==> src/hdl/cpwm_map.vh <==
// register offsets, field positions, reset values and timing counts for the complementary pwm timer
`ifndef CPWM_MAP_VH
`define CPWM_MAP_VH
`define CPWM_OFS_CH3_CTRL     8'h00
`define CPWM_OFS_CH4_CTRL     8'h04
`define CPWM_OFS_CH3_MODE     8'h08
`define CPWM_OFS_OUT_CTRL     8'h0c
`define CPWM_OFS_START        8'h10
`define CPWM_OFS_STANDBY      8'h14
`define CPWM_OFS_CH3_CNT      8'h18
`define CPWM_OFS_CH4_CNT      8'h1c
`define CPWM_OFS_CH3_PER_CMP  8'h20
`define CPWM_OFS_CH3_DUTY_CMP 8'h24
`define CPWM_OFS_CH3_PER_BUF  8'h28
`define CPWM_OFS_CH3_DUTY_BUF 8'h2c
`define CPWM_OFS_CH4_CMP_A    8'h30
`define CPWM_OFS_CH4_CMP_B    8'h34
`define CPWM_OFS_CH4_BUF_A    8'h38
`define CPWM_OFS_CH4_BUF_B    8'h3c
`define CPWM_OFS_DEAD         8'h40
`define CPWM_OFS_CYCLE        8'h44
`define CPWM_OFS_CYCLE_BUF    8'h48
`define CPWM_OFS_STATUS       8'h4c
`define CPWM_CLR_LSB          5
`define CPWM_EDGE_LSB         3
`define CPWM_PSC_LSB          0
`define CPWM_CLR_NONE         3'h0
`define CPWM_EDGE_RISE        2'h0
`define CPWM_PSC_DIV4         3'h1
`define CPWM_PSC_DIV1         3'h0
`define CPWM_MODE_CPWM3       4'hf
`define CPWM_BIT_SYNC_EN      6
`define CPWM_BIT_LOCK         3
`define CPWM_BIT_SRC          2
`define CPWM_BIT_LVL_N        1
`define CPWM_BIT_LVL_P        0
`define CPWM_BIT_MSTOP        22
`define CPWM_RST_CTRL         8'h00
`define CPWM_RST_STANDBY      32'h0040_0000
`define CPWM_DIV4_COUNT       2'h3
`endif

==> src/hdl/cpwm_prescale.v <==
// prescaler: makes the count tick from control fields
`timescale 1ns/1ps
module cpwm_prescale
(
  input  wire       clk_sys_i,
  input  wire       sys_rst_i,
  input  wire       run_i,
  input  wire [7:0] ctrl_i,
  output reg        tick_o
);
`include "cpwm_map.vh"
  reg  [1:0] div_cnt;
  wire [2:0] psc  = ctrl_i[`CPWM_PSC_LSB+2:`CPWM_PSC_LSB];
  wire [1:0] edge_sel = ctrl_i[`CPWM_EDGE_LSB+1:`CPWM_EDGE_LSB];
  // ----------------------------------------
  // divider
  // ----------------------------------------
  always @(posedge clk_sys_i)
  begin
    if (sys_rst_i || !run_i)
    begin
      div_cnt <= 2'h0;
      tick_o  <= 1'b0;
    end
    else
    begin
      div_cnt <= div_cnt + 2'h1;
      if (edge_sel != `CPWM_EDGE_RISE)
        tick_o <= 1'b0;
      else if (psc == `CPWM_PSC_DIV4)
        tick_o <= (div_cnt == `CPWM_DIV4_COUNT);
      else
        tick_o <= (psc == `CPWM_PSC_DIV1);
    end
  end
endmodule // cpwm_prescale

==> src/hdl/cpwm_phase.v <==
// one complementary phase output pair
`timescale 1ns/1ps
module cpwm_phase
(
  input  wire        clk_sys_i,
  input  wire        sys_rst_i,
  input  wire        active_i,
  input  wire [15:0] cnt3_i,
  input  wire [15:0] cnt4_i,
  input  wire [15:0] cmp_i,
  input  wire [15:0] dead_i,
  input  wire        lvl_p_i,
  input  wire        lvl_n_i,
  output reg         pos_o,
  output reg         neg_o
);
  // positive on when ch3 counter at or below compare; negative off until ch4 passes it
  wire pos_on = (cnt3_i <= cmp_i);
  wire neg_on = (cnt4_i > cmp_i) || (cmp_i < dead_i && cnt4_i > cmp_i);
  always @(posedge clk_sys_i)
  begin
    if (sys_rst_i || !active_i)
    begin
      pos_o <= 1'b0;
      neg_o <= 1'b0;
    end
    else
    begin
      pos_o <= lvl_p_i ? pos_on : ~pos_on;
      neg_o <= lvl_n_i ? (neg_on & ~pos_on) : ~(neg_on & ~pos_on);
    end
  end
endmodule // cpwm_phase

==> src/hdl/cpwm_timer.v <==
// complementary pwm timer pair with avalon-mm register slave
//
// Implementation choices: the Avalon-MM interface to the registers and the address map.
`timescale 1ns/1ps
module cpwm_timer
(
  input  wire        clk_sys_i,
  input  wire        sys_rst_i,
  input  wire [7:0]  avs_address_i,
  input  wire        avs_read_i,
  input  wire        avs_write_i,
  input  wire [31:0] avs_writedata_i,
  input  wire [3:0]  avs_byteenable_i,
  output reg  [31:0] avs_readdata_o,
  output reg         avs_waitrequest_o,
  output reg         ch3_sync_toggle_output_o,
  output reg         phase_u_positive_output_o,
  output reg         phase_u_negative_output_o,
  output reg         phase_v_positive_output_o,
  output reg         phase_v_negative_output_o,
  output reg         phase_w_positive_output_o,
  output reg         phase_w_negative_output_o
);
`include "cpwm_map.vh"
  // ----------------------------------------
  // registers
  // ----------------------------------------
  reg  [7:0]  ch3_timer_control;
  reg  [7:0]  ch4_timer_control;
  reg  [7:0]  ch3_mode;
  reg  [7:0]  output_control_one;
  reg  [1:0]  start_bits;
  reg  [31:0] standby_control_four;
  reg  [15:0] ch3_counter;
  reg  [15:0] ch4_counter;
  reg  [15:0] ch3_period_compare;
  reg  [15:0] ch3_duty_compare;
  reg  [15:0] ch3_period_buffer;
  reg  [15:0] ch3_duty_buffer;
  reg  [15:0] ch4_duty_compare_first;
  reg  [15:0] ch4_duty_compare_second;
  reg  [15:0] ch4_duty_buffer_first;
  reg  [15:0] ch4_duty_buffer_second;
  reg  [15:0] dead_time_value;
  reg  [15:0] half_carrier_cycle;
  reg  [15:0] half_carrier_cycle_buffer;
  reg  [15:0] stage_period;
  reg  [15:0] stage_duty3;
  reg  [15:0] stage_duty4a;
  reg  [15:0] stage_duty4b;
  reg  [15:0] stage_cycle;
  reg         ch3_down;
  reg         ch4_down;
  reg         ack;
  reg  [31:0] next_readdata;
  wire        timer_clk_en;
  wire        cpwm_mode;
  wire        run3;
  wire        run4;
  wire        tick3;
  wire        tick4;
  wire        wr;
  wire        crest;
  wire        trough;
  wire [31:0] wdata;
  wire        pu_p;
  wire        pu_n;
  wire        pv_p;
  wire        pv_n;
  wire        pw_p;
  wire        pw_n;

  assign timer_clk_en = ~standby_control_four[`CPWM_BIT_MSTOP];
  assign cpwm_mode    = (ch3_mode[3:0] == `CPWM_MODE_CPWM3);
  assign run3         = timer_clk_en & start_bits[0];
  assign run4         = timer_clk_en & start_bits[1];
  assign wr           = avs_write_i & ack;
  assign wdata        = avs_writedata_i;
  assign crest        = tick3 & ~ch3_down & (ch3_counter == ch3_period_compare);
  assign trough       = tick4 & ch4_down & (ch4_counter == 16'h0000);

  // ----------------------------------------
  // count clocks
  // ----------------------------------------
  cpwm_prescale u_psc3
  (
    .clk_sys_i (clk_sys_i),
    .sys_rst_i (sys_rst_i),
    .run_i     (run3),
    .ctrl_i    (ch3_timer_control),
    .tick_o    (tick3)
  );
  cpwm_prescale u_psc4
  (
    .clk_sys_i (clk_sys_i),
    .sys_rst_i (sys_rst_i),
    .run_i     (run4),
    .ctrl_i    (ch4_timer_control),
    .tick_o    (tick4)
  );

  // ----------------------------------------
  // bus slave: one wait cycle per access
  // ----------------------------------------
  always @(posedge clk_sys_i)
  begin
    if (sys_rst_i)
      ack <= 1'b0;
    else
      ack <= (avs_read_i | avs_write_i) & ~ack;
  end

  always @(posedge clk_sys_i)
  begin
    if (sys_rst_i)
      avs_waitrequest_o <= 1'b1;
    else
      avs_waitrequest_o <= ~((avs_read_i | avs_write_i) & ~ack);
  end

  always @*
  begin
    next_readdata = 32'h0000_0000;
    if (avs_address_i == `CPWM_OFS_CH3_CTRL)
      next_readdata = {24'h0, ch3_timer_control};
    else if (avs_address_i == `CPWM_OFS_CH4_CTRL)
      next_readdata = {24'h0, ch4_timer_control};
    else if (avs_address_i == `CPWM_OFS_CH3_MODE)
      next_readdata = {24'h0, ch3_mode};
    else if (avs_address_i == `CPWM_OFS_OUT_CTRL)
      next_readdata = {24'h0, output_control_one};
    else if (avs_address_i == `CPWM_OFS_START)
      next_readdata = {30'h0, start_bits};
    else if (avs_address_i == `CPWM_OFS_STANDBY)
      next_readdata = standby_control_four;
    else if (avs_address_i == `CPWM_OFS_CH3_CNT)
      next_readdata = {16'h0, ch3_counter};
    else if (avs_address_i == `CPWM_OFS_CH4_CNT)
      next_readdata = {16'h0, ch4_counter};
    else if (avs_address_i == `CPWM_OFS_CH3_PER_CMP)
      next_readdata = {16'h0, ch3_period_compare};
    else if (avs_address_i == `CPWM_OFS_CH3_DUTY_CMP)
      next_readdata = {16'h0, ch3_duty_compare};
    else if (avs_address_i == `CPWM_OFS_CH3_PER_BUF)
      next_readdata = {16'h0, ch3_period_buffer};
    else if (avs_address_i == `CPWM_OFS_CH3_DUTY_BUF)
      next_readdata = {16'h0, ch3_duty_buffer};
    else if (avs_address_i == `CPWM_OFS_CH4_CMP_A)
      next_readdata = {16'h0, ch4_duty_compare_first};
    else if (avs_address_i == `CPWM_OFS_CH4_CMP_B)
      next_readdata = {16'h0, ch4_duty_compare_second};
    else if (avs_address_i == `CPWM_OFS_CH4_BUF_A)
      next_readdata = {16'h0, ch4_duty_buffer_first};
    else if (avs_address_i == `CPWM_OFS_CH4_BUF_B)
      next_readdata = {16'h0, ch4_duty_buffer_second};
    else if (avs_address_i == `CPWM_OFS_DEAD)
      next_readdata = {16'h0, dead_time_value};
    else if (avs_address_i == `CPWM_OFS_CYCLE)
      next_readdata = {16'h0, half_carrier_cycle};
    else if (avs_address_i == `CPWM_OFS_CYCLE_BUF)
      next_readdata = {16'h0, half_carrier_cycle_buffer};
    else if (avs_address_i == `CPWM_OFS_STATUS)
      next_readdata = {29'h0, cpwm_mode, ch4_down, ch3_down};
  end

  always @(posedge clk_sys_i)
  begin
    if (sys_rst_i)
      avs_readdata_o <= 32'h0000_0000;
    else if (avs_read_i & ~ack)
      avs_readdata_o <= next_readdata;
  end

  // ----------------------------------------
  // configuration registers
  // ----------------------------------------
  always @(posedge clk_sys_i)
  begin
    if (sys_rst_i)
    begin
      ch3_timer_control    <= `CPWM_RST_CTRL;
      ch4_timer_control    <= `CPWM_RST_CTRL;
      ch3_mode             <= `CPWM_RST_CTRL;
      output_control_one   <= `CPWM_RST_CTRL;
      start_bits           <= 2'h0;
      standby_control_four <= `CPWM_RST_STANDBY;
    end
    else if (wr && avs_byteenable_i[0])
    begin
      if (avs_address_i == `CPWM_OFS_CH3_CTRL)
        ch3_timer_control <= wdata[7:0];
      else if (avs_address_i == `CPWM_OFS_CH4_CTRL)
        ch4_timer_control <= wdata[7:0];
      else if (avs_address_i == `CPWM_OFS_CH3_MODE)
        ch3_mode <= wdata[7:0];
      else if (avs_address_i == `CPWM_OFS_START)
        start_bits <= wdata[1:0];
      else if (avs_address_i == `CPWM_OFS_STANDBY)
        standby_control_four <= {wdata[31:8] & {24{avs_byteenable_i[2]}}, wdata[7:0]};
      else if (avs_address_i == `CPWM_OFS_OUT_CTRL)
      begin
        output_control_one[`CPWM_BIT_SYNC_EN] <= wdata[`CPWM_BIT_SYNC_EN];
        output_control_one[`CPWM_BIT_LOCK]    <= output_control_one[`CPWM_BIT_LOCK] | wdata[`CPWM_BIT_LOCK];
        if (!output_control_one[`CPWM_BIT_LOCK])
          output_control_one[2:0] <= wdata[2:0];
      end
    end
  end

  // ----------------------------------------
  // compare, buffer and staging registers
  // ----------------------------------------
  always @(posedge clk_sys_i)
  begin
    if (sys_rst_i)
    begin
      ch3_period_compare        <= 16'hffff;
      ch3_duty_compare          <= 16'h0000;
      ch3_period_buffer         <= 16'hffff;
      ch3_duty_buffer           <= 16'h0000;
      ch4_duty_compare_first    <= 16'h0000;
      ch4_duty_compare_second   <= 16'h0000;
      ch4_duty_buffer_first     <= 16'h0000;
      ch4_duty_buffer_second    <= 16'h0000;
      dead_time_value           <= 16'h0000;
      half_carrier_cycle        <= 16'hffff;
      half_carrier_cycle_buffer <= 16'hffff;
      stage_period              <= 16'hffff;
      stage_duty3               <= 16'h0000;
      stage_duty4a              <= 16'h0000;
      stage_duty4b              <= 16'h0000;
      stage_cycle               <= 16'hffff;
    end
    else
    begin
      // buffers copy into hidden staging on every clock cycle
      stage_period <= ch3_period_buffer;
      stage_duty3  <= ch3_duty_buffer;
      stage_duty4a <= ch4_duty_buffer_first;
      stage_duty4b <= ch4_duty_buffer_second;
      stage_cycle  <= half_carrier_cycle_buffer;
      if ((crest | trough) & cpwm_mode)
      begin
        ch3_period_compare      <= stage_period;
        ch3_duty_compare        <= stage_duty3;
        ch4_duty_compare_first  <= stage_duty4a;
        ch4_duty_compare_second <= stage_duty4b;
        half_carrier_cycle      <= stage_cycle;
      end
      if (wr && avs_byteenable_i[1:0] == 2'h3)
      begin
        if (avs_address_i == `CPWM_OFS_CH3_PER_CMP)
          ch3_period_compare <= wdata[15:0];
        else if (avs_address_i == `CPWM_OFS_CH3_DUTY_CMP)
          ch3_duty_compare <= wdata[15:0];
        else if (avs_address_i == `CPWM_OFS_CH3_PER_BUF)
          ch3_period_buffer <= wdata[15:0];
        else if (avs_address_i == `CPWM_OFS_CH3_DUTY_BUF)
          ch3_duty_buffer <= wdata[15:0];
        else if (avs_address_i == `CPWM_OFS_CH4_CMP_A)
          ch4_duty_compare_first <= wdata[15:0];
        else if (avs_address_i == `CPWM_OFS_CH4_CMP_B)
          ch4_duty_compare_second <= wdata[15:0];
        else if (avs_address_i == `CPWM_OFS_CH4_BUF_A)
          ch4_duty_buffer_first <= wdata[15:0];
        else if (avs_address_i == `CPWM_OFS_CH4_BUF_B)
          ch4_duty_buffer_second <= wdata[15:0];
        else if (avs_address_i == `CPWM_OFS_DEAD)
          dead_time_value <= wdata[15:0];
        else if (avs_address_i == `CPWM_OFS_CYCLE)
          half_carrier_cycle <= wdata[15:0];
        else if (avs_address_i == `CPWM_OFS_CYCLE_BUF)
          half_carrier_cycle_buffer <= wdata[15:0];
      end
    end
  end

  // ----------------------------------------
  // counters
  // ----------------------------------------
  always @(posedge clk_sys_i)
  begin
    if (sys_rst_i)
    begin
      ch3_counter <= 16'h0000;
      ch3_down    <= 1'b0;
    end
    else if (wr && avs_address_i == `CPWM_OFS_CH3_CNT && avs_byteenable_i[1:0] == 2'h3)
      ch3_counter <= wdata[15:0];
    else if (tick3)
    begin
      // counter clears at period compare only when a clear source is selected and complementary mode is off
      if (ch3_timer_control[7:`CPWM_CLR_LSB] != `CPWM_CLR_NONE && !cpwm_mode && ch3_counter == ch3_period_compare)
        ch3_counter <= 16'h0000;
      else if (!cpwm_mode)
        ch3_counter <= ch3_counter + 16'h0001;
      else if (!ch3_down && ch3_counter == ch3_period_compare)
      begin
        ch3_down    <= 1'b1;
        ch3_counter <= ch3_counter - 16'h0001;
      end
      else if (ch3_down && ch3_counter == dead_time_value)
      begin
        ch3_down    <= 1'b0;
        ch3_counter <= ch3_counter + 16'h0001;
      end
      else
        ch3_counter <= ch3_down ? ch3_counter - 16'h0001 : ch3_counter + 16'h0001;
    end
  end

  always @(posedge clk_sys_i)
  begin
    if (sys_rst_i)
    begin
      ch4_counter <= 16'h0000;
      ch4_down    <= 1'b0;
    end
    else if (wr && avs_address_i == `CPWM_OFS_CH4_CNT && avs_byteenable_i[1:0] == 2'h3)
      ch4_counter <= wdata[15:0];
    else if (tick4)
    begin
      if (ch4_timer_control[7:`CPWM_CLR_LSB] != `CPWM_CLR_NONE && !cpwm_mode && ch4_counter == half_carrier_cycle)
        ch4_counter <= 16'h0000;
      else if (!cpwm_mode)
        ch4_counter <= ch4_counter + 16'h0001;
      else if (!ch4_down && ch4_counter == half_carrier_cycle)
      begin
        ch4_down    <= 1'b1;
        ch4_counter <= ch4_counter - 16'h0001;
      end
      else if (ch4_down && ch4_counter == 16'h0000)
      begin
        ch4_down    <= 1'b0;
        ch4_counter <= 16'h0001;
      end
      else
        ch4_counter <= ch4_down ? ch4_counter - 16'h0001 : ch4_counter + 16'h0001;
    end
  end

  // ----------------------------------------
  // phase outputs
  // ----------------------------------------
  cpwm_phase u_phase_u
  (
    .clk_sys_i (clk_sys_i),
    .sys_rst_i (sys_rst_i),
    .active_i  (cpwm_mode & run3),
    .cnt3_i    (ch3_counter),
    .cnt4_i    (ch4_counter),
    .cmp_i     (ch3_duty_compare),
    .dead_i    (dead_time_value),
    .lvl_p_i   (output_control_one[`CPWM_BIT_LVL_P]),
    .lvl_n_i   (output_control_one[`CPWM_BIT_LVL_N]),
    .pos_o     (pu_p),
    .neg_o     (pu_n)
  );
  cpwm_phase u_phase_v
  (
    .clk_sys_i (clk_sys_i),
    .sys_rst_i (sys_rst_i),
    .active_i  (cpwm_mode & run3),
    .cnt3_i    (ch3_counter),
    .cnt4_i    (ch4_counter),
    .cmp_i     (ch4_duty_compare_first),
    .dead_i    (dead_time_value),
    .lvl_p_i   (output_control_one[`CPWM_BIT_LVL_P]),
    .lvl_n_i   (output_control_one[`CPWM_BIT_LVL_N]),
    .pos_o     (pv_p),
    .neg_o     (pv_n)
  );
  cpwm_phase u_phase_w
  (
    .clk_sys_i (clk_sys_i),
    .sys_rst_i (sys_rst_i),
    .active_i  (cpwm_mode & run3),
    .cnt3_i    (ch3_counter),
    .cnt4_i    (ch4_counter),
    .cmp_i     (ch4_duty_compare_second),
    .dead_i    (dead_time_value),
    .lvl_p_i   (output_control_one[`CPWM_BIT_LVL_P]),
    .lvl_n_i   (output_control_one[`CPWM_BIT_LVL_N]),
    .pos_o     (pw_p),
    .neg_o     (pw_n)
  );

  always @(posedge clk_sys_i)
  begin
    if (sys_rst_i)
    begin
      ch3_sync_toggle_output_o  <= 1'b0;
      phase_u_positive_output_o <= 1'b0;
      phase_u_negative_output_o <= 1'b0;
      phase_v_positive_output_o <= 1'b0;
      phase_v_negative_output_o <= 1'b0;
      phase_w_positive_output_o <= 1'b0;
      phase_w_negative_output_o <= 1'b0;
    end
    else
    begin
      if (output_control_one[`CPWM_BIT_SYNC_EN] && crest && cpwm_mode)
        ch3_sync_toggle_output_o <= ~ch3_sync_toggle_output_o;
      if (!output_control_one[`CPWM_BIT_SRC])
      begin
        phase_u_positive_output_o <= pu_p;
        phase_u_negative_output_o <= pu_n;
        phase_v_positive_output_o <= pv_p;
        phase_v_negative_output_o <= pv_n;
        phase_w_positive_output_o <= pw_p;
        phase_w_negative_output_o <= pw_n;
      end
    end
  end
endmodule // cpwm_timer

==> config.mk <==
export PLATFORM = sky130hd
export DESIGN_NAME = cpwm_timer
export DESIGN_NICKNAME = d
export VERILOG_FILES = /design/src/hdl/cpwm_prescale.v /design/src/hdl/cpwm_phase.v /design/src/hdl/cpwm_timer.v
export VERILOG_INCLUDE_DIRS = /design/src /design/src/hdl
export SDC_FILE = /design/constraint.sdc
export NUM_CORES = 1
export LEC_CHECK = 0
export ABC_AREA = 1
export BUFFER_PORTS_ARGS = -buffer_cell sky130_fd_sc_hd__buf_2
export CORE_ASPECT_RATIO = 0.6
export CORE_MARGIN = 1
export CORE_UTILIZATION = 30
export DETAILED_ROUTE_END_ITERATION = 7
export PLACE_DENSITY = 0.54
export SLEW_MARGIN = 15
export SYNTH_ARGS = -nofsm -noshare
export SYNTH_HDL_FRONTEND = slang
export SYNTH_SLANG_ARGS = --single-unit
==> constraint.sdc <==
create_clock -name clk_sys_i -period 2 [get_ports clk_sys_i]
set_input_delay 0.3 -clock clk_sys_i [delete_from_list [all_inputs] [get_ports clk_sys_i]]
set_output_delay 0.3 -clock clk_sys_i [all_outputs]
set_load 0.01 [all_outputs]
==> metrics.yaml <==
multi_input_area_um2: 12400
final_util: 0.436
synth_edf_count: 0
synth-seq-area-share: 0.382
worst_ep_required_time_ns: 2.51
ff2ff_path_depth: 14
postRouteAntennaNets: 0
worst_pin_slew_ns: 0.974
min_period_ns: 2.45
async_flop_share: 0
path_max_fanout: 5
clk_latency_ns: 0.60
drive_above_1_share: 0.309
cts_buffer_depth: 3
reg2reg_to: "ch3_counter[11]"
first_pass_iters: 6
finalHoldViolations: 0
drc: 0
regArea_um2: 8230
cp-start-kind: "flop"
cts_buffers: 40
first_global_vias: 21400
synthCells: 3053
grt_antenna_before_repair: 5
drt-total-wl_mm: 112
top_regs: "avs_readdata_o (32), standby_control_four (32)"
arrival_ns: 2.95
start_util: 0.304
portBuffers: 86
cts_max_level: 2
core_um2: 70000
grt_use_total: 0.300
hpwl_mm: 84.5
r2r-start: "ch3_counter[3]"
setup_violations: 117
drv_cap: 0
die_area_um2: 72100
setup_tns_ns: -25.26
clock.fmax_ghz: 0.409
clock_skew_ns: 0.0198
synth_area_um2: 21300
grt_overflow: 0
p_leak_nw: 14.0
dr_wl_met2_mm: 39.2
die_w_um: 346
critPathKind: "flop to flop"
ys_ff_latch: 406
min_from: "avs_writedata_i[25]"
relSlewSlack: 0.347
status: "finished with violations"
top_layer: "met4"
endpoint: "ch3_counter[11]"
rows: 75
fin_ws_ns: -0.445
path_clk_slew_ns: 0.07
hp-class: "primary input to flop"
nets: 3747
power.density_nw_per_um2: 574
cts-root-buf: "clkbuf_16"
wl_met3_mm: 17.1
place.gp.congestion: 1.02
die_y_um: 208
routedWlPerCell_um: 24.7
area_growth_pct: 43.4
grt_max_degree: 65
syn_avg_cell_area_um2: 6.97
nFillCells: 7094
m1WireLength_mm: 54.3
period_share: 1.22
drt_iter0_markers: 3400
rsz0062_at_grt: "yes"
cp-startpoint: "ch3_counter[3]"
synth_warnings: 0
cts_tree: "built"
clock_sinks: 406
viasPerCell: 5.26
vias: 24000
ioPinCount: 88
critPathCaptureType: "flop"
synth_fp_nets: 3204
grt_pass1_wl_mm: 157
worst_ir_drop_vdd_uv: 552
failed_checks: "negative setup slack"
synth_ff_type: "dfxtp_1"
r2r_slack_ns: -0.45
finalMaxSlewViolations: 0
ys_types: 45
-- cells by family after synthesis --
logic type | count (synthesis) | share of synthesized area
AO/OA/AOI/OAI | 755 | 0.195
AND/OR/NAND/NOR | 1152 | 0.231
buffers and inverters | 568 | 0.103
XOR/XNOR | 69 | 0.0284
flip-flops | 406 | 0.382
adder cells (fa/ha/maj) | 103 | 0.0605
-- placed cells by master, fill, tap and decap left out, types with 9 or more instances in the layout --
cell type,synthesis,final
or2_2,25,17
a221oi_1,13,12
buf_4,0,474
o21ai_2,0,17
nor2_1,212,175
nand2_4,0,16
o21ai_1,69,82
buf_2,42,85
xnor2_1,33,27
buf_8,0,12
nor3_2,2,13
nand2_1,597,501
a21oi_2,0,17
ha_4,0,12
clkbuf_8,0,9
xor2_1,36,34
dfxtp_2,0,36
inv_2,13,32
clkbuf_16,0,47
nand3_2,0,33
nand3_1,201,164
o211ai_1,58,58
clkbuf_1,129,10
nand4_1,67,67
inv_1,373,347
dlygate4sd3_1,0,12
nor2_4,1,13
dfxtp_1,406,354
o22ai_1,57,53
dfxtp_4,0,16
a21oi_1,324,305
buf_6,0,41
buf_12,0,44
nor3_1,25,9
o21ai_0,194,163
nor2_2,1,26
nand2_2,3,82
ha_1,103,90
-- final cells by class --
| cell class | count | area share |
|---|---|---|
| inverters | 391 | 0.0490 |
| well taps | 924 | 0.0379 |
| clock inverters | 14 | 0.00799 |
| multi-input cells | 2079 | 0.405 |
| repair inverters | 1 | 0.000246 |
| repair buffers | 677 | 0.192 |
| flip-flops and latches | 406 | 0.270 |
| clock buffers | 59 | 0.0381 |
| diodes | 2 | 0.000164 |
-- worst min path at each step --
stage,to,slack (ns),depth (start not counted)
after floorplan,stage_cycle[10],0.40,2
after global placement,u_psc3.div_cnt[0],0.41,1
after detailed placement,u_psc4.div_cnt[0],0.41,1
after CTS,standby_control_four[25],0.002,3
after global routing,standby_control_four[31],0.02,3
final,standby_control_four[25],0.01,3
-- repair_timing --
item | in CTS | in global routing
resized for setup | 202 | 339
setup endpoints to repair | 178 | 184
hold buffers | 12 | 0
pin swaps | 20 | 84
hold endpoints to repair | 12 | 0
setup buffers | 28 | 21
gates cloned | 2 | 7
-- synthesized netlist by cell type (all sizes together) (6+ instances only) --
library cell    n  share of area
inv           386          0.068
a211oi          6         0.0021
o21a            8         0.0028
clkbuf        130          0.023
or2            27         0.0079
nand2         600           0.11
nand4          67          0.020
a221oi         13         0.0053
nand3b          8         0.0028
ha            103          0.061
nor2          214          0.038
xnor2          33          0.014
dfxtp         406           0.38
nor3           27         0.0068
o21ai         263          0.062
a21oi         324          0.076
xor2           36          0.015
o22ai          57          0.017
buf            47          0.011
o211ai         58          0.020
nand3         201          0.047
-- report_power, final --
group          total [W]  switching [W]  internal, W
Sequential       0.00809      0.0000114      0.00808
Clock            0.00847        0.00374      0.00473
Combinational   0.000969       0.000686     0.000283
-- through the flow --
| stage | power, W | area (um^2) | std cells | setup slack (ns) | hold slack [ns] |
|---|---|---|---|---|---|
| 2_1_floorplan | 0.00864 | 21300 | 3053 | 0.00573 | 0.398 |
| 3_3_place_gp | 0.00918 | 26600 | 4412 | -0.763 | 0.415 |
| 3_5_place_dp | 0.00918 | 26600 | 4412 | -0.729 | 0.414 |
| 4_1_cts | 0.0175 | 29000 | 4526 | -0.234 | 0.00170 |
| 5_1_grt | 0.0180 | 30500 | 4552 | -0.528 | 0.0151 |
| 6_report | 0.0175 | 30500 | 4553 | -0.445 | 0.0125 |
-- critical path, cell delays in order, from the launching register on --
cell	delay [ns]
dfxtp_2	0.34
buf_6	0.13
xor2_1	0.17
nor3_1	0.27
nand2_1	0.14
nor3_2	0.18
nand2_1	0.14
nand2_2	0.10
nand2_2	0.06
nand2_4	0.10
clkinvlp_4	0.21
buf_6	0.18
nand3b_1	0.08
nand3_2	0.08
a21oi_2	0.18
-- routing by layer --
layer	GRT usage	vias to the layer above
li1	-	11200
met1	0.488	11200
met2	0.364	1356
met3	0.105	138
met4	0.0425	0
met5	0	-
No activity file was read; power rests on OpenSTA's default activity.
